### src/jlr_params.svh
// Constants for the jump-and-link-register unit.
`ifndef JLR_PARAMS_SVH
`define JLR_PARAMS_SVH

// ----------------------------------------------------------------
// Instruction fields
// ----------------------------------------------------------------
`define JLR_OPC_HI 31
`define JLR_OPC_LO 26
`define JLR_SRC_HI 25
`define JLR_SRC_LO 21
`define JLR_DST_HI 15
`define JLR_DST_LO 11
`define JLR_HINT_HI 10
`define JLR_HINT_LO 6
`define JLR_BARRIER_BIT 10
`define JLR_FN_HI 5
`define JLR_FN_LO 0
`define JLR_OPC_SPECIAL 6'h00
`define JLR_FN_JALR 6'h09
`define JLR_HINT_NONE 5'h00

// ----------------------------------------------------------------
// Datapath constants
// ----------------------------------------------------------------
`define JLR_LINK_OFS 32'h0000_0008
`define JLR_HAZ_W 8
`define JLR_HAZ_NONE 8'h00

// ----------------------------------------------------------------
// Register map
// ----------------------------------------------------------------
`define JLR_ADR_CTRL 8'h00
`define JLR_ADR_STATUS 8'h04
`define JLR_ADR_MASK 8'h08
`define JLR_ADR_TARGET 8'h0C
`define JLR_CTRL_COMP 0
`define JLR_CTRL_REL2 1
`define JLR_EV_DONE 0
`define JLR_EV_ADDRERR 1
`define JLR_EV_SAMEREG 2
`define JLR_EV_RSVD 3
`define JLR_EV_W 4
`define JLR_CTRL_RST 2'h2
`define JLR_EV_NONE 4'h0
`define JLR_WORD_ZERO 32'h0000_0000

`endif

### src/jlr_pkg.sv
// Types shared by the jump-and-link-register unit.
package jlr_pkg;
   typedef enum logic {JLR_IDLE, JLR_SLOT} jlr_state_t;

   typedef struct packed {
      logic en;
      logic [4:0] addr;
      logic [31:0] data;
   } jlr_reg_wr_t;

   typedef struct packed {
      logic valid;
      logic [31:0] target;
      logic isaBit;
      logic addrErr;
   } jlr_redir_t;
endpackage

### src/jlr_target_check.sv
// Target formation and deferred alignment check for a register jump.
`include "jlr_params.svh"
module jlr_target_check
   import jlr_pkg::*;
(
   input wire logic [31:0] srcVal,
   input wire logic compPresent,
   output logic [31:0] target,
   output logic isaBit,
   output logic addrErr
);
   // ----------------------------------------------------------------
   // Target and mode bit
   // ----------------------------------------------------------------
   always_comb begin
      target = {srcVal[31:1], 1'b0};
      isaBit = compPresent & srcVal[0];
      // The error is only reported; the fetch stage raises it when it fetches the target.
      if (compPresent) begin
         addrErr = ~srcVal[0] & srcVal[1];
      end else begin
         addrErr = srcVal[0] | srcVal[1];
      end
   end
endmodule // jlr_target_check

### src/jlr_unit.sv
// Jump-and-link-register execution unit with hazard-barrier variant.
// Operation
// - Link register gets jump address plus eight.
// - Delay slot retires before the new PC.
// - Target bit zero is forced to zero.
// - Mode bit loads from source bit zero.
// - Plain set: low two bits nonzero, error.
// - Compressed set: bit0 zero, bit1 one, error.
// - First release: hint must be zero.
// - Instruction bit ten selects the barrier.
// - Barrier clears hazards before target fetch.
// - Barrier legal in every operating mode.
// - Delay slot hazards are not cleared.
//
// Added by the designer: the address map and the strobed register port.
`include "jlr_params.svh"
module jlr_unit
   import jlr_pkg::*;
(
   input wire logic sys_clk,
   input wire logic rst,
   input wire logic issueValid,
   input wire logic [31:0] instrWord,
   input wire logic [31:0] instrPc,
   input wire logic [31:0] srcValue,
   input wire logic slotRetire,
   input wire logic [`JLR_HAZ_W-1:0] hazardPending,
   input wire logic [7:0] regAddr,
   input wire logic [31:0] regWrData,
   input wire logic regWrEn,
   input wire logic regRdEn,
   output logic [31:0] regRdData,
   output logic [4:0] targetSourceField,
   output logic busy,
   output jlr_reg_wr_t linkWrite,
   output jlr_redir_t redirect,
   output logic [`JLR_HAZ_W-1:0] hazardClear,
   output logic rsvdInstr,
   output logic irq
);
   // ----------------------------------------------------------------
   // State
   // ----------------------------------------------------------------
   jlr_state_t stateFf, nxt_stateFf;
   logic [31:0] srcFf, nxt_srcFf;
   logic barrierFf, nxt_barrierFf;
   logic [`JLR_HAZ_W-1:0] hazSnapFf, nxt_hazSnapFf;
   jlr_reg_wr_t linkFf, nxt_linkFf;
   jlr_redir_t redirFf, nxt_redirFf;
   logic [`JLR_HAZ_W-1:0] hazClrFf, nxt_hazClrFf;
   logic rsvdFf, nxt_rsvdFf;
   logic [1:0] ctrlFf, nxt_ctrlFf;
   logic [`JLR_EV_W-1:0] statusFf, nxt_statusFf;
   logic [`JLR_EV_W-1:0] maskFf, nxt_maskFf;
   logic [31:0] lastTgtFf, nxt_lastTgtFf;
   logic [31:0] rdDataFf, nxt_rdDataFf;

   logic [31:0] calcTarget;
   logic calcIsa;
   logic calcErr;
   logic isJalr;
   logic accept;
   logic hintBad;
   logic [`JLR_EV_W-1:0] events;
   logic [4:0] dstField;
   logic [4:0] hintField;

   // ----------------------------------------------------------------
   // Target formation
   // ----------------------------------------------------------------
   jlr_target_check u_check (
      .srcVal(srcFf),
      .compPresent(ctrlFf[`JLR_CTRL_COMP]),
      .target(calcTarget),
      .isaBit(calcIsa),
      .addrErr(calcErr)
   );

   // ----------------------------------------------------------------
   // Decode
   // ----------------------------------------------------------------
   always_comb begin
      targetSourceField = instrWord[`JLR_SRC_HI:`JLR_SRC_LO];
      dstField = instrWord[`JLR_DST_HI:`JLR_DST_LO];
      hintField = instrWord[`JLR_HINT_HI:`JLR_HINT_LO];
      // No privilege term: the barrier form is accepted in any mode.
      isJalr = (instrWord[`JLR_OPC_HI:`JLR_OPC_LO] == `JLR_OPC_SPECIAL) &&
               (instrWord[`JLR_FN_HI:`JLR_FN_LO] == `JLR_FN_JALR);
      accept = issueValid && isJalr && (stateFf == JLR_IDLE);
      hintBad = ~ctrlFf[`JLR_CTRL_REL2] && (hintField != `JLR_HINT_NONE);
   end

   // ----------------------------------------------------------------
   // Sequencer
   // ----------------------------------------------------------------
   always_comb begin
      nxt_stateFf = stateFf;
      nxt_srcFf = srcFf;
      nxt_barrierFf = barrierFf;
      nxt_hazSnapFf = hazSnapFf;
      nxt_linkFf = '0;
      nxt_redirFf = '0;
      nxt_hazClrFf = `JLR_HAZ_NONE;
      nxt_rsvdFf = 1'b0;
      nxt_lastTgtFf = lastTgtFf;
      events = `JLR_EV_NONE;
      case (stateFf)
         JLR_IDLE: begin
            if (accept && hintBad) begin
               nxt_rsvdFf = 1'b1;
               events[`JLR_EV_RSVD] = 1'b1;
            end else if (accept) begin
               // The target is held apart so a link to the same register cannot alter it.
               nxt_srcFf = srcValue;
               nxt_barrierFf = ctrlFf[`JLR_CTRL_REL2] & instrWord[`JLR_BARRIER_BIT];
               nxt_hazSnapFf = hazardPending;
               nxt_linkFf.en = 1'b1;
               nxt_linkFf.addr = dstField;
               nxt_linkFf.data = instrPc + `JLR_LINK_OFS;
               events[`JLR_EV_SAMEREG] = (dstField == targetSourceField);
               nxt_stateFf = JLR_SLOT;
            end
         end
         JLR_SLOT: begin
            if (slotRetire) begin
               nxt_redirFf.valid = 1'b1;
               nxt_redirFf.target = calcTarget;
               nxt_redirFf.isaBit = calcIsa;
               nxt_redirFf.addrErr = calcErr;
               nxt_hazClrFf = barrierFf ? hazSnapFf : `JLR_HAZ_NONE;
               nxt_lastTgtFf = calcTarget;
               events[`JLR_EV_DONE] = 1'b1;
               events[`JLR_EV_ADDRERR] = calcErr;
               nxt_stateFf = JLR_IDLE;
            end
         end
         default: begin
            nxt_stateFf = JLR_IDLE;
         end
      endcase
   end

   // ----------------------------------------------------------------
   // Register file
   // ----------------------------------------------------------------
   always_comb begin
      nxt_ctrlFf = ctrlFf;
      nxt_maskFf = maskFf;
      nxt_rdDataFf = `JLR_WORD_ZERO;
      // A new event in the clearing read's cycle survives it.
      nxt_statusFf = statusFf | events;
      if (regWrEn) begin
         if (regAddr == `JLR_ADR_CTRL) begin
            nxt_ctrlFf = regWrData[1:0];
         end else if (regAddr == `JLR_ADR_MASK) begin
            nxt_maskFf = regWrData[`JLR_EV_W-1:0];
         end
      end
      if (regRdEn) begin
         if (regAddr == `JLR_ADR_CTRL) begin
            nxt_rdDataFf = {30'h0000_0000, ctrlFf};
         end else if (regAddr == `JLR_ADR_STATUS) begin
            nxt_rdDataFf = {28'h000_0000, statusFf};
            nxt_statusFf = events;
         end else if (regAddr == `JLR_ADR_MASK) begin
            nxt_rdDataFf = {28'h000_0000, maskFf};
         end else if (regAddr == `JLR_ADR_TARGET) begin
            nxt_rdDataFf = lastTgtFf;
         end
      end
   end

   // ----------------------------------------------------------------
   // Registers
   // ----------------------------------------------------------------
   always_ff @(posedge sys_clk) begin
      if (rst) begin
         stateFf <= JLR_IDLE;
         srcFf <= `JLR_WORD_ZERO;
         barrierFf <= 1'b0;
         hazSnapFf <= `JLR_HAZ_NONE;
         linkFf <= '0;
         redirFf <= '0;
         hazClrFf <= `JLR_HAZ_NONE;
         rsvdFf <= 1'b0;
         ctrlFf <= `JLR_CTRL_RST;
         statusFf <= `JLR_EV_NONE;
         maskFf <= `JLR_EV_NONE;
         lastTgtFf <= `JLR_WORD_ZERO;
         rdDataFf <= `JLR_WORD_ZERO;
      end else begin
         stateFf <= nxt_stateFf;
         srcFf <= nxt_srcFf;
         barrierFf <= nxt_barrierFf;
         hazSnapFf <= nxt_hazSnapFf;
         linkFf <= nxt_linkFf;
         redirFf <= nxt_redirFf;
         hazClrFf <= nxt_hazClrFf;
         rsvdFf <= nxt_rsvdFf;
         ctrlFf <= nxt_ctrlFf;
         statusFf <= nxt_statusFf;
         maskFf <= nxt_maskFf;
         lastTgtFf <= nxt_lastTgtFf;
         rdDataFf <= nxt_rdDataFf;
      end
   end

   // ----------------------------------------------------------------
   // Outputs
   // ----------------------------------------------------------------
   always_comb begin
      busy = (stateFf != JLR_IDLE);
      linkWrite = linkFf;
      redirect = redirFf;
      hazardClear = hazClrFf;
      rsvdInstr = rsvdFf;
      regRdData = rdDataFf;
      irq = |(statusFf & maskFf);
   end
endmodule // jlr_unit

### config.mk
export PLATFORM = sky130hd
export DESIGN_NAME = jlr_unit
export DESIGN_NICKNAME = d
export VERILOG_FILES = /design/src/jlr_pkg.sv /design/src/jlr_target_check.sv /design/src/jlr_unit.sv
export VERILOG_INCLUDE_DIRS = /design/src
export SDC_FILE = /design/constraint.sdc
export NUM_CORES = 1
export LEC_CHECK = 0
export BUFFER_PORTS_ARGS = -buffer_cell sky130_fd_sc_hd__buf_2
export CORE_MARGIN = 2
export CORE_UTILIZATION = 48
export CTS_CLUSTER_SIZE = 10
export DETAILED_ROUTE_END_ITERATION = 8
export PLACE_DENSITY = 0.79
export SLEW_MARGIN = 5
export SYNTH_ARGS = -nofsm -noshare
export SYNTH_HDL_FRONTEND = slang
export SYNTH_HIERARCHICAL = 1
export SYNTH_SLANG_ARGS = --single-unit
### constraint.sdc
create_clock -name sys_clk -period 2.54 [get_ports sys_clk]
set_input_delay 0.381 -clock sys_clk [delete_from_list [all_inputs] [get_ports sys_clk]]
set_output_delay 0.381 -clock sys_clk [all_outputs]
set_load 0.02 [all_outputs]
# Word level (Yosys, flattened, before mapping)
# Index checks and enable logic that the tools add are counted.
[totals] reg_bits=197 wordCells=85 output_inout_bits=121
[op_classes] reduce_logical=22 n_mux=20 n_addsub=1 bitwise_logic=16 eq_ne=5
[op_table] cell="38-bit two-way mux" count=1
[op_table] cell="35-bit two-way mux" count=1
[op_table] cell="32-bit by 4-bit adder with 32-bit output (second input constant)" count=1
[op_table] cell="4-bit two-way mux" count=6
[op_table] cell="8-bit by 4-bit equality test with 1-bit output (second input constant)" count=2
[op_table] cell="4-bit OR reduction" count=3
[op_table] cell="1-bit inverter" count=10
[op_table] cell="3-bit OR reduction" count=3
[op_table] cell="8-bit by 3-bit equality test with 1-bit output (second input constant)" count=1
[op_table] cell="8-bit logical NOT" count=1
[op_table] cell="2-bit two-way mux" count=4
[op_table] cell="1-bit two-way mux" count=7
[op_table] cell="6-bit by 4-bit equality test with 1-bit output (second input constant)" count=1
[op_table] cell="6-bit logical NOT" count=1
[op_table] cell="3-bit AND reduction" count=2
[op_table] cell="2-bit OR reduction" count=3
[op_table] cell="6-bit OR reduction" count=1
[op_table] cell="5-bit equality test" count=1
[op_table] cell="1-bit logical AND" count=5
[op_table] cell="5-bit nonzero test" count=1
[op_table] cell="4-bit AND" count=1
[op_table] cell="4-bit bitwise OR" count=1
[op_table] cell="2-bit AND reduction" count=2
[op_table] cell="1-bit AND" count=3
[op_table] cell="2 further kinds" count=2

# Logic depth before layout (Yosys ltp)
# Gate-level depths: netlist of run 1.
[depth] depth_word=11 depth_mapped=6

# By module
# The synthesis of run 1 kept the hierarchy.
[modules_own_cells] module="jlr_unit" instances=1 cells_per_inst=662 area_each_um2=6682.7 seq_area_each_um2=3963.8
[modules_own_cells] module="jlr_target_check" instances=1 cells_per_inst=36 area_each_um2=265.3 seq_area_each_um2=0.0

# Worst setup path after synthesis of run 1
# Ideal clock, no wire load.
[synth_timing] path_kind="input port to flip-flop" startpoint="input instrWord[7]" endpoint="register linkFf (netlist bit linkWrite[27])" t_arrival_ps=1969 setup_ps=70 path_slack_ps=502 path_buffers=2 path_stages=6 cell_sequence="or4_4 > o21ba_4 > or4_4 > buf_6 > buf_6 > a21oi_1"
[synth_between] elab_chain_cells=4
[synth_lines] element="start, declared" line="jlr_unit.sv:23" source="input wire logic [31:0] instrWord,"
[synth_lines] element="5-bit nonzero test (no source line)"
[synth_lines] element="1-bit logical AND" line="jlr_unit.sv:90" source="hintBad = ~ctrlFf[`JLR_CTRL_REL2] && (hintField != `JLR_HINT_NONE);"
[synth_lines] element="1-bit logical AND" line="jlr_unit.sv:109" source="if (accept && hintBad) begin"
[synth_lines] element="4-bit OR reduction (no source line)"
[synth_lines] element="end signal, assigned" line="jlr_unit.sv:196" source="linkFf <= nxt_linkFf;"
[synth_lines] element="end, declared" line="jlr_unit.sv:48" source="jlr_reg_wr_t linkFf, nxt_linkFf;"
# No other way between the ends.
# A chain may end at the register's enable or synchronous reset.

# Worst setup path after layout of run 1
[layout_timing] startpoint="input instrWord[7]" endpoint="register linkFf (netlist bit linkWrite[20])"
# The elaborated chain is that of the path after synthesis.

==> tab_implementation.tex, run 1 <==
\begin{tabular}{lr}
\hline
Metric & Value \\
\hline
\multicolumn{2}{l}{\textbf{Run status}} \\
Run status & completed \\
\multicolumn{2}{l}{\textbf{Drt}} \\
Vias per cell & roughly 5.1 \\
Via total after detailed routing & between 5,000 and 6,000 \\
Drt wl/cell & 15.0 um \\
Residual DRC & 0 \\
Antenna Violating Nets Remaining & 0 \\
Number of DRC markers after the initial detailed-route iteration & 272 \\
Final routed wirelength across all metal layers & 16,300 um \\
First-pass detailed-route iteration total & 4 \\
\multicolumn{2}{l}{\textbf{Logic synthesis}} \\
Main area contributors after synthesis & sky130\_fd\_sc\_hd\_\_dfxtp\_1 57\%, sky130\_fd\_sc\_hd\_\_and2\_1 6.4\%, sky130\_fd\_sc\_hd\_\_a21oi\_1 4.2\% \\
Multiplexer area fraction after synthesis & 1.84\% \\
Share of the synthesized area in the top cell type & 57.1\% \\
Post-synthesis simple-gate area fraction & 18.7\% \\
Synth async-reset ratio & 0\% \\
EDFF count, synth & 0 \\
Main combinational cell family by area after synthesis & simple AND/OR/NAND/NOR gates \\
Sequential-to-total area share from yosys stat & between 50\% and 60\% \\
Flop and latch count out of synthesis & $\sim$200 \\
Complex-gate fraction of the synthesized area & 13.0\% \\
Area of the mapped netlist & 0.00695 mm2 \\
Post-synthesis xor/xnor area fraction & under 10\% \\
Library cells used by synthesis & 37 \\
Synthesized area divided by synthesized cell count & 9.95 um2 \\
Count of mapped cells out of synthesis & approximately 700 \\
Number of nets produced by synthesis & 849 \\
Dominant synthesized flop cell & sky130\_fd\_sc\_hd\_\_dfxtp\_1 \\
Synthesized-area fraction occupied by adder cells & 0.180\% \\
Cell taking the most area after synthesis & sky130\_fd\_sc\_hd\_\_dfxtp\_1 \\
Synth warnings & 6 \\
\multicolumn{2}{l}{\textbf{Global routing}} \\
Routing layer with the top usage in global route & met2 \\
Antenna violations before repair & 2 \\
Wire length of the first global-routing pass & 26,100 um \\
Met3 usage & $\sim$5.5\% \\
All-layer global routing usage & 21.0\% \\
Met2 layer usage reported by global route & 34.5\% \\
Remaining global-route overflow & 0 \\
Maximum number of pins on one net before global-route repair & 43 \\
Met1 usage in global routing & 26.2\% \\
Via count of the first global-routing pass & 5,205 \\
\multicolumn{2}{l}{\textbf{Clocking}} \\
Post-CTS Resized & 0 \\
Post-CTS clock slew at the launch and capture registers of the worst setup and hold paths & approximately 0.070 ns \\
Clock tree from TritonCTS & done \\
CTS max path bufs & 2 \\
H-tree levels & 4 \\
Total clock buffers created by CTS & 17 \\
Insertion delay of the later-clocked pin in the worst-skew pair & 0.42 ns \\
\# hold bufs at CTS & 0 \\
Clk root buf & sky130\_fd\_sc\_hd\_\_clkbuf\_16 \\
Clock sinks & 198 \\
Post-CTS Setup Bufs & 0 \\
\multicolumn{2}{l}{\textbf{Power}} \\
Power density cells & 700 mW/mm2 \\
Worst IR drop on VDD & 0.431 mV \\
Power, Total & just over 6 mW \\
Reported leakage power & 4.19 nW \\
\multicolumn{2}{l}{\textbf{Floorplanning}} \\
Initial standard-cell utilization of the core & 49.7\% \\
Area enclosed by the die boundary & 0.0155 mm2 \\
Die X-Extent & 124 um \\
Chip Height & 124 um \\
CORE AREA & 0.0140 mm2 \\
Count of boundary I/O pins & approximately 270 \\
Rows & 43 \\
\multicolumn{2}{l}{\textbf{Hold path}} \\
Min-delay worst type & in2reg \\
\multicolumn{2}{l}{\textbf{Timing}} \\
Final worst path period need & 1.81 ns \\
Worst Skew & roughly 0.0086 ns \\
Slew Viols, Final & 0 \\
Final setup violating endpoints & 0 \\
Relative slew margins & between 60\% and 70\% \\
RSZ-0062 raised after global routing & false \\
Final worst-path cycle share & 71.1\% \\
Slew at the pin with the worst max-slew slack & 0.564 ns \\
TNS Setup & 0 ns \\
Final-layout worst hold slack & 0.162 ns \\
Post-layout worst setup margin & 0.733 ns \\
Maximum operating frequency & 553 MHz \\
Final Hold Vio Count & 0 \\
\multicolumn{2}{l}{\textbf{Worst setup path}} \\
Setup crit start kind & input port \\
Data required time of the critical path & between 2 and 3 ns \\
Peak fanout along the critical path & 28 \\
Critical path start-end classification & in2reg \\
Kind of end point of the critical path & flip-flop \\
Worst path arrival time & around 2.2 ns \\
\multicolumn{2}{l}{\textbf{Finish}} \\
Area Growth Syn to Fin & 25.2\% \\
Non-Filler Cell Area, Final & between 0.008 and 0.009 mm2 \\
Fin nets & around 1,000 \\
Share of final-layout standard cells stronger than drive strength 1 & between 30\% and 40\% \\
Final cell count without fillers & 1,087 \\
Core Util, Final & 62.2\% \\
\multicolumn{2}{l}{\textbf{Placed design}} \\
Placed instance count & 1,053 \\
Half-perimeter wire length of the detailed placement result & between 10,000 and 15,000 um \\
IO Port Bufs & 237 \\
Setup slack after placement & $\sim$0.29 ns \\
Instance area at placement & 0.00808 mm2 \\
Placer Congestion & 0.850 \\
\multicolumn{2}{l}{\textbf{Job}} \\
Max capacitance violation total & 0 \\
\hline
\end{tabular}
flip-flops by register name, indices dropped and copies added (netlist names):
name,cells
maskFf,4
linkWrite,38
statusFf,4
ctrlFf,2
lastTgtFf,32
rsvdInstr,1
hazardClear,8
busy,1
hazSnapFf,8
regRdData,32
srcFf,32
redirect,35
barrierFf,1
layer usage:
layer,part of all wire [%],routed length (um)
met1,42,6850
met3,5.8,946
met4,3.0,484
met5,0.080,13
met2,49,7980
cell usage after synthesis, types with 2 or more instances:
cell / instances
sky130_fd_sc_hd__dfxtp_1: 198
sky130_fd_sc_hd__and2_1: 71
sky130_fd_sc_hd__a21oi_1: 58
sky130_fd_sc_hd__nand3_1: 55
sky130_fd_sc_hd__o21ai_0: 50
sky130_fd_sc_hd__clkbuf_1: 38
sky130_fd_sc_hd__buf_4: 37
sky130_fd_sc_hd__a21o_1: 34
sky130_fd_sc_hd__nor2_1: 31
sky130_fd_sc_hd__nand2_1: 11
sky130_fd_sc_hd__and3_1: 10
sky130_fd_sc_hd__nand4_1: 9
sky130_fd_sc_hd__or3_1: 9
sky130_fd_sc_hd__or4_1: 9
sky130_fd_sc_hd__xnor2_1: 9
sky130_fd_sc_hd__xor2_1: 9
sky130_fd_sc_hd__inv_1: 7
sky130_fd_sc_hd__mux2i_1: 6
sky130_fd_sc_hd__nor2b_1: 6
sky130_fd_sc_hd__nor4_1: 6
sky130_fd_sc_hd__a22oi_1: 5
sky130_fd_sc_hd__o31ai_1: 5
sky130_fd_sc_hd__nor3_1: 4
sky130_fd_sc_hd__and4_1: 3
sky130_fd_sc_hd__buf_6: 3
sky130_fd_sc_hd__mux2_2: 2
sky130_fd_sc_hd__mux4_2: 2
sky130_fd_sc_hd__or4_4: 2
placed cells by master, fill, tap and decap left out, drive strengths merged:
cell type  count
a21oi         58
nor2b          6
a22oi          5
clkbuf        17
nand2         11
mux2           2
nor2          31
bufinv         3
nor4bb         1
o21ai         50
mux2i          6
and4           3
xnor2          9
and3          10
mux4           2
diode          2
nor3           4
conb           1
o21ba          1
dfxtp        198
clkinv         5
and2          72
o21bai         1
xor2           9
nor4b          1
or4           11
a211o          1
or3            9
nand4b         1
o31ai          5
nand4          9
inv           14
ha             1
nor4           6
nand3         55
a21o          34
buf          253
cell type report:
type,instances,area (um2)
Timing Repair Buffer,253,1330
Inverter,7,26.3
Clock buffer,17,425
Tap cell,180,225
Antenna cell,2,5.00
Clock inverter,15,190
Sequential cell,198,3960
Fill cell,1212,5290
Multi-Input combinational cell,415,2530
final timing paths:
kind / startpoint / endpoint / slack (ns) / depth (start not counted)
max: instrWord[7] / linkWrite[20] / 0.73 / 6
min: instrPc[1] / linkWrite[1] / 0.16 / 2
max reg2reg: busy / linkWrite[20] / 0.80 / 5
min reg2reg: lastTgtFf[25] / lastTgtFf[25] / 0.44 / 1
power by group:
group	total, mW	switching, mW	internal, mW
combinational	0.218	0.119	0.0994
sequential	3.10	0.000182	3.10
clock	2.77	1.19	1.58
total	6.09	1.31	4.78
critical path, cell delays in order:
cell                      delay, ns
sky130_fd_sc_hd__buf_2         0.09
sky130_fd_sc_hd__or4_4         0.57
sky130_fd_sc_hd__o21ba_4       0.22
sky130_fd_sc_hd__or4_4         0.48
sky130_fd_sc_hd__buf_4         0.24
sky130_fd_sc_hd__a21oi_1       0.15
cell families (layout without fill, tap and decap cells):
group / count (synthesis) / after routing
and+or+nand+nor: 230 / 230
DFF: 198 / 198
AOI/OAI and AO/OA: 155 / 155
buffers and inverters: 85 / 292
xor gates and xnor gates: 18 / 18
muxes: 10 / 10
adders and majority gates: 1 / 1
other: 1 / 3
Note: power is estimated with default switching activity, not from simulation.
==> inputs of run 2 (changes only) <==
CORE_UTILIZATION = 44   (was 48)
PLACE_DENSITY = 0.76   (was 0.79)
clock period = 1.55 ns   (was 2.54 ns; I/O delays follow)
==> run 2 against run 1 <==
The run now ends with negative setup slack left. Clock-buffer cell count is 2 higher. Total power is 65% higher. Clock power is 64% higher. Global-route usage is 0.71 points lower.
==> tab_implementation.tex, run 2 (same netlist as run 1, synthesis figures left out) <==
\begin{tabular}{lr}
\hline
Metric & Value \\
\hline
\multicolumn{2}{l}{\textbf{Job}} \\
Max capacitance violation total & 0 (unchanged) \\
\multicolumn{2}{l}{\textbf{Floorplanning}} \\
Count of boundary I/O pins & 271 (unchanged) \\
Area enclosed by the die boundary & 0.0168 mm2 (was 0.0155 mm2) \\
Chip Height & 130 um (was 124 um) \\
CORE AREA & 0.0153 mm2 (was 0.0140 mm2) \\
Die X-Extent & 130 um (was 124 um) \\
Rows & 45 (was 43) \\
Initial standard-cell utilization of the core & 45.4\% (was 49.7\%) \\
\multicolumn{2}{l}{\textbf{Timing}} \\
Final Hold Vio Count & 0 (unchanged) \\
Worst Skew & 0.0107 ns (was 0.00856 ns) \\
Final worst path period need & $\sim$1.6 ns \\
Maximum operating frequency & between 600 and 700 MHz \\
TNS Setup & -0.545 ns (was 0 ns) \\
Final worst-path cycle share & 102\% \\
Post-layout worst setup margin & -0.0333 ns (was 0.733 ns) \\
Slew Viols, Final & 0 (unchanged) \\
Final setup violating endpoints & 34 (was 0) \\
RSZ-0062 raised after global routing & true (was false) \\
\multicolumn{2}{l}{\textbf{Worst setup path}} \\
Cell type with the highest occurrence count on the critical path & sky130\_fd\_sc\_hd\_\_or4\_4 (unchanged) \\
Critical path start-end classification & in2reg (unchanged) \\
Worst path arrival time & 1.94 ns (was 2.15 ns) \\
Length in cells of the worst reg-to-reg path & 5 (unchanged) \\
Critical Path, Cell by Cell & buf\_6 > or4\_4 > o21ba\_4 > or4\_4 > buf\_12 > a21oi\_2 (was buf\_2 > or4\_4 > o21ba\_4 > or4\_4 > buf\_4 > a21oi\_1) \\
Setup crit start kind & input port (unchanged) \\
Peak fanout along the critical path & 17 (was 28) \\
Peak per-stage delay on the critical path & 0.56 ns (was 0.57 ns) \\
CP max-delay cell & sky130\_fd\_sc\_hd\_\_or4\_4 (unchanged) \\
Data required time of the critical path & 1.91 ns (was 2.89 ns) \\
Kind of end point of the critical path & flip-flop (unchanged) \\
\multicolumn{2}{l}{\textbf{Placed design}} \\
Placed instance count & 1,119 (was 1,053) \\
IO Port Bufs & 237 (unchanged) \\
Half-perimeter wire length of the detailed placement result & 12,200 um (was 11,500 um) \\
Placer Congestion & 0.870 (was 0.850) \\
\multicolumn{2}{l}{\textbf{Power}} \\
Worst IR drop on VDD & 0.723 mV (was 0.431 mV) \\
Reported leakage power & 4.38 nW (was 4.19 nW) \\
Power density cells & 1100 mW/mm2 (was 700 mW/mm2) \\
\multicolumn{2}{l}{\textbf{Finish}} \\
Final cell count without fillers & 1,157 (was 1,087) \\
Most frequent standard cell in the layout excluding fill and tap cells & sky130\_fd\_sc\_hd\_\_buf\_2 (unchanged) \\
Most frequent cells in the layout & 235 x sky130\_fd\_sc\_hd\_\_buf\_2, 198 x sky130\_fd\_sc\_hd\_\_dfxtp\_1, 71 x sky130\_fd\_sc\_hd\_\_and2\_1 (was 237 x sky130\_fd\_sc\_hd\_\_buf\_2, 198 x sky130\_fd\_sc\_hd\_\_dfxtp\_1, 71 x sky130\_fd\_sc\_hd\_\_and2\_1) \\
Flip-flop count of the largest register after layout & 38 (unchanged) \\
Filler Cells Inserted & 1,355 (was 1,212) \\
Fin nets & 1,080 (was 1,043) \\
Area Growth Syn to Fin & 32.0\% (was 25.2\%) \\
Sequential cell area & 0.00396 mm2 (unchanged) \\
Multi-input gate area in the final layout & 0.00259 mm2 (was 0.00253 mm2) \\
Share of final-layout standard cells stronger than drive strength 1 & 36.7\% (was 32.9\%) \\
\multicolumn{2}{l}{\textbf{Run status}} \\
Violations in the final reports & negative setup slack \\
Run status & finished, violations left (was completed) \\
\multicolumn{2}{l}{\textbf{Drt}} \\
Number of DRC markers after the initial detailed-route iteration & 316 (was 272) \\
Residual DRC & 0 (unchanged) \\
First-pass detailed-route iteration total & 6 (was 4) \\
Drt wl/cell & 14.7 um (was 15.0 um) \\
Via total after detailed routing & 5,715 (was 5,546) \\
Final routed wirelength across all metal layers & 17,000 um (was 16,300 um) \\
Antenna Violating Nets Remaining & 0 (unchanged) \\
Vias per cell & 4.94 (was 5.10) \\
\multicolumn{2}{l}{\textbf{Clocking}} \\
Clock sinks & 198 (unchanged) \\
Clock tree from TritonCTS & done (unchanged) \\
Insertion delay of the later-clocked pin in the worst-skew pair & 0.43 ns (was 0.42 ns) \\
Post-CTS Setup Bufs & 0 (unchanged) \\
H-tree levels & 4 (unchanged) \\
Total clock buffers created by CTS & 17 (unchanged) \\
Post-CTS clock slew at the launch and capture registers of the worst setup and hold paths & 0.07 ns (about the same) \\
Clk root buf & sky130\_fd\_sc\_hd\_\_clkbuf\_16 (unchanged) \\
CTS max path bufs & 2 (unchanged) \\
\multicolumn{2}{l}{\textbf{Global routing}} \\
Maximum number of pins on one net before global-route repair & 43 (unchanged) \\
Wire length of the first global-routing pass & 26,400 um (was 26,100 um) \\
Remaining global-route overflow & 0 (unchanged) \\
Via count of the first global-routing pass & 5,280 (was 5,205) \\
Antenna violations before repair & 5 (was 2) \\
All-layer global routing usage & 20.3\% (was 21.0\%) \\
\multicolumn{2}{l}{\textbf{Hold path}} \\
Hold path depth & 2 (unchanged) \\
Min-delay worst type & in2reg (unchanged) \\
\hline
\end{tabular}
==> run 2: stage by stage <==
| step | setup WS (ns) | util, % | hold slack, ns | total power, mW | instance area (um2) |
|---|---|---|---|---|---|
| 2_1_floorplan | -0.340 | - | 0.305 | 5.34 | 6970 |
| 4_1_cts | -0.0212 | 59.7 | 0.00333 | 10.1 | 9150 |
| 3_3_place_gp | -0.489 | 55.1 | 0.424 | 5.61 | 8440 |
| 5_1_grt | -0.0692 | 59.9 | 0.0197 | 10.4 | 9170 |
| 3_5_place_dp | -0.518 | 55.1 | 0.431 | 5.61 | 8440 |
| 6_report | -0.0333 | 59.9 | 0.0204 | 10.0 | 9170 |
==> run 2: path summary, 6_finish.rpt <==
kind | startpoint | to | slack, ns
max reg2reg | busy | linkWrite[26] | 0.06
min | instrPc[2] | linkWrite[2] | 0.02
min reg2reg | lastTgtFf[20] | lastTgtFf[20] | 0.44
max | instrWord[7] | linkWrite[26] | -0.03
==> run 2: area by class of cell <==
class / instances / area share [%]
timing repair buffer: 290 / 18.4
sequential: 198 / 43.2
inverter: 7 / 0.327
multi-input combinational: 415 / 28.3
tap: 211 / 2.88
clock buffer: 19 / 4.83
clock inverter: 13 / 1.94
antenna: 4 / 0.109
==> run 2: what timing repair did <==
action	CTS	global route
hold buffers	2	0
pin swaps	6	2
cloned	0	0
endpoints found under the setup margin	40	52
hold endpoints to repair	2	0
resized for setup	15	4
==> run 2: worst max-delay path, delay by kind of cell <==
family                 cells  cell delay (ns)
and+or+nand+nor            2             1.10
buffers and inverters      2             0.28
AOI/OAI and AO/OA          2             0.33
==> run 2: layer usage <==
| metal | GRT usage, % | vias up | routed length (um) |
|---|---|---|---|
| met5 | 0 | - | 13 |
| met4 | 9.11 | 2 | 350 |
| met3 | 5.04 | 32 | 958 |
| met2 | 34.0 | 184 | 8550 |
| met1 | 24.6 | 2653 | 7170 |
| li1 | - | 2844 | - |
==> run 2: where the power goes <==
| part | total, mW | internal (mW) | switching [mW] | leakage [nW] |
|---|---|---|---|---|
| clock network | 4.54 | 2.51 | 2.03 | 0.302 |
| logic | 0.426 | 0.214 | 0.212 | 2.48 |
| registers | 5.08 | 5.08 | 0.000244 | 1.59 |
==> inputs of run 3 (changes only) <==
CORE_UTILIZATION = 48   (was 44)
PLACE_DENSITY = 0.79   (was 0.76)
clock period = 1.8 ns   (was 1.55 ns; I/O delays follow)
==> run 3 against run 2 <==
Final cell count is 4.0% lower. Total power is 15% lower. Via count is 1.2% lower. Critical path type unchanged. Largest power group unchanged. The flow now finishes without violations. Register-to-register slack better by 0.14 ns.
==> tab_implementation.tex, run 3 (same netlist as run 1, synthesis figures left out) <==
\begin{tabular}{lr}
\hline
Metric & Value \\
\hline
\multicolumn{2}{l}{\textbf{Floorplanning}} \\
Initial standard-cell utilization of the core & 49.7\% (was 45.4\%) \\
Area enclosed by the die boundary & 0.0155 mm2 (was 0.0168 mm2) \\
CORE AREA & 0.0140 mm2 (was 0.0153 mm2) \\
Chip Height & 124 um (was 130 um) \\
Count of boundary I/O pins & 271 (unchanged) \\
Die X-Extent & 124 um (was 130 um) \\
Rows & 43 (was 45) \\
\multicolumn{2}{l}{\textbf{Clocking}} \\
Insertion delay of the later-clocked pin in the worst-skew pair & 0.42 ns (was 0.43 ns) \\
Post-CTS clock slew at the launch and capture registers of the worst setup and hold paths & 0.07 ns (about the same) \\
\# hold bufs at CTS & 0 (was 2) \\
CTS max path bufs & 2 (unchanged) \\
Clock tree from TritonCTS & done (unchanged) \\
Post-CTS Resized & 3 (was 15) \\
Post-CTS Setup Bufs & 0 (unchanged) \\
H-tree levels & 4 (unchanged) \\
Clk root buf & sky130\_fd\_sc\_hd\_\_clkbuf\_16 (unchanged) \\
Total clock buffers created by CTS & 17 (unchanged) \\
Clock sinks & 198 (unchanged) \\
\multicolumn{2}{l}{\textbf{Power}} \\
Worst IR drop on VDD & 0.696 mV (was 0.723 mV) \\
Register share of total power & 51.4\% (was 50.6\%) \\
Int Power & 6.61 mW (was 7.81 mW) \\
Power density cells & 956 mW/mm2 (was 1100 mW/mm2) \\
Switching portion of total power & 22.3\% (about the same) \\
Part of the total power dissipated in combinational logic & 4.0\% (was 4.2\%) \\
Power, Total & 8.51 mW (was 10.0 mW) \\
Share of total power in the clock network & 44.5\% (was 45.2\%) \\
Reported net switching power & 1.90 mW (was 2.24 mW) \\
Reported leakage power & 4.29 nW (was 4.38 nW) \\
\multicolumn{2}{l}{\textbf{Drt}} \\
Number of DRC markers after the initial detailed-route iteration & 291 (was 316) \\
Via total after detailed routing & 5,648 (was 5,715) \\
Drt wl/cell & 15.3 um (was 14.7 um) \\
Vias per cell & 5.08 (was 4.94) \\
Residual DRC & 0 (unchanged) \\
Final routed wirelength across all metal layers & 17,000 um (about the same) \\
First-pass detailed-route iteration total & 4 (was 6) \\
Antenna Violating Nets Remaining & 0 (unchanged) \\
\multicolumn{2}{l}{\textbf{Worst setup path}} \\
CP delay by family, top & simple AND/OR/NAND/NOR gates (unchanged) \\
Startpoint of the most critical register-to-register path & busy (unchanged) \\
Critical Path, Cell by Cell & buf\_2 > or4\_4 > o21ba\_4 > or4\_4 > buf\_6 > a21oi\_1 (was buf\_6 > or4\_4 > o21ba\_4 > or4\_4 > buf\_12 > a21oi\_2) \\
CP max-delay cell & sky130\_fd\_sc\_hd\_\_or4\_4 (unchanged) \\
Kind of end point of the critical path & flip-flop (unchanged) \\
Peak fanout along the critical path & 28 (was 17) \\
Slack of the worst reg-to-reg path & 0.20 ns (was 0.06 ns) \\
Worst path arrival time & 1.98 ns (was 1.94 ns) \\
Critical path start-end classification & in2reg (unchanged) \\
Reg2Reg Capture Point & linkWrite[21] (was linkWrite[26]) \\
Setup crit start kind & input port (unchanged) \\
Peak per-stage delay on the critical path & 0.54 ns (was 0.56 ns) \\
Cell type with the highest occurrence count on the critical path & sky130\_fd\_sc\_hd\_\_or4\_4 (unchanged) \\
Length in cells of the worst reg-to-reg path & 6 (was 5) \\
Data required time of the critical path & 2.15 ns (was 1.91 ns) \\
Worst Path Buf+Inv & 2 (unchanged) \\
\multicolumn{2}{l}{\textbf{Finish}} \\
Area Growth Syn to Fin & 28.1\% (was 32.0\%) \\
Most frequent standard cell in the layout excluding fill and tap cells & sky130\_fd\_sc\_hd\_\_buf\_2 (unchanged) \\
Share of final-layout standard cells stronger than drive strength 1 & 35.0\% (was 36.7\%) \\
Flip-flop count of the largest register after layout & 38 (unchanged) \\
Most frequent cells in the layout & 237 x sky130\_fd\_sc\_hd\_\_buf\_2, 198 x sky130\_fd\_sc\_hd\_\_dfxtp\_1, 71 x sky130\_fd\_sc\_hd\_\_and2\_1 (was 235 x sky130\_fd\_sc\_hd\_\_buf\_2, 198 x sky130\_fd\_sc\_hd\_\_dfxtp\_1, 71 x sky130\_fd\_sc\_hd\_\_and2\_1) \\
Non-Filler Cell Area, Final & 0.00890 mm2 (was 0.00917 mm2) \\
Fin nets & 1,069 (was 1,080) \\
Diodes inserted & 0 (was 4) \\
\multicolumn{2}{l}{\textbf{Placed design}} \\
Half-perimeter wire length of the detailed placement result & 12,200 um (about the same) \\
Instance area at placement & 0.00829 mm2 (was 0.00844 mm2) \\
Setup slack after placement & -0.291 ns (was -0.518 ns) \\
Placer Congestion & 0.873 (was 0.870) \\
IO Port Bufs & 237 (unchanged) \\
\multicolumn{2}{l}{\textbf{Timing}} \\
Final worst-path cycle share & 90.4\% \\
Maximum operating frequency & 615 MHz \\
Post-layout worst setup margin & 0.174 ns (was -0.0333 ns) \\
Final worst path period need & 1.63 ns \\
Worst Skew & 0.00596 ns (was 0.0107 ns) \\
RSZ-0062 raised after global routing & false (was true) \\
Slew Viols, Final & 0 (unchanged) \\
Final setup violating endpoints & 0 (was 34) \\
Final Hold Vio Count & 0 (unchanged) \\
Final-layout worst hold slack & 0.0538 ns (was 0.0204 ns) \\
\multicolumn{2}{l}{\textbf{Run status}} \\
Run status & completed (was finished, violations left) \\
\multicolumn{2}{l}{\textbf{Hold path}} \\
Min-delay worst type & in2reg (unchanged) \\
Startpoint of the worst hold path & instrPc[1] (was instrPc[2]) \\
Hold-critical path endpoint & linkWrite[1] (was linkWrite[2]) \\
Hold path depth & 2 (unchanged) \\
\multicolumn{2}{l}{\textbf{Global routing}} \\
Maximum number of pins on one net before global-route repair & 43 (unchanged) \\
Via count of the first global-routing pass & 5,306 (was 5,280) \\
All-layer global routing usage & 21.3\% (was 20.3\%) \\
Remaining global-route overflow & 0 (unchanged) \\
Antenna violations before repair & 1 (was 5) \\
Wire length of the first global-routing pass & 26,600 um (was 26,400 um) \\
\multicolumn{2}{l}{\textbf{Job}} \\
Max capacitance violation total & 0 (unchanged) \\
\hline
\end{tabular}
==> run 3: stage by stage <==
stage	std cells	TNS, ns	util (%)
detailed placement	1079	-9.60	59.2
CTS	1111	0	63.6
global placement	1079	-8.95	59.2
global route	1111	0	63.6
finish	1111	0	63.6
floorplan	698	-2.34	-
==> run 3: worst max-delay path by stage <==
stage	start	to	slack [ns]	cells after the start
after floorplan	instrWord[7]	linkWrite[27]	-0.13	6
after global placement	instrWord[7]	linkWrite[21]	-0.26	6
after detailed placement	instrWord[7]	linkWrite[18]	-0.29	6
after CTS	busy	linkWrite[25]	0.06	6
after global routing	busy	linkWrite[29]	0.05	6
final	instrWord[7]	linkWrite[21]	0.17	6
==> run 3: power by group through the flow <==
| stage | clock, mW | combinational [mW] | sequential (mW) |
|---|---|---|---|
| floorplan | 0 | 0.118 | 4.48 |
| global placement | 0 | 0.336 | 4.48 |
| detailed placement | 0 | 0.340 | 4.48 |
| CTS | 3.83 | 0.344 | 4.38 |
| global route | 4.05 | 0.376 | 4.38 |
| finish | 3.79 | 0.344 | 4.38 |
==> run 3: area by class of cell <==
type | instances | area [um2]
Inverter | 7 | 30.0
Fill cell | 1216 | 5090
Clock buffer | 20 | 467
Clock inverter | 12 | 135
Sequential cell | 198 | 3960
Tap cell | 180 | 225
Multi-Input combinational cell | 415 | 2540
Timing Repair Buffer | 279 | 1540
==> run 3: routing by layer <==
| metal | global-route usage, % | vias up | routed length, um |
|---|---|---|---|
| li1 | - | 2812 | - |
| met3 | 5.63 | 24 | 831 |
| met1 | 26.2 | 2659 | 7350 |
| met2 | 36.2 | 151 | 8500 |
| met5 | 0 | - | 16 |
| met4 | 7.73 | 2 | 301 |
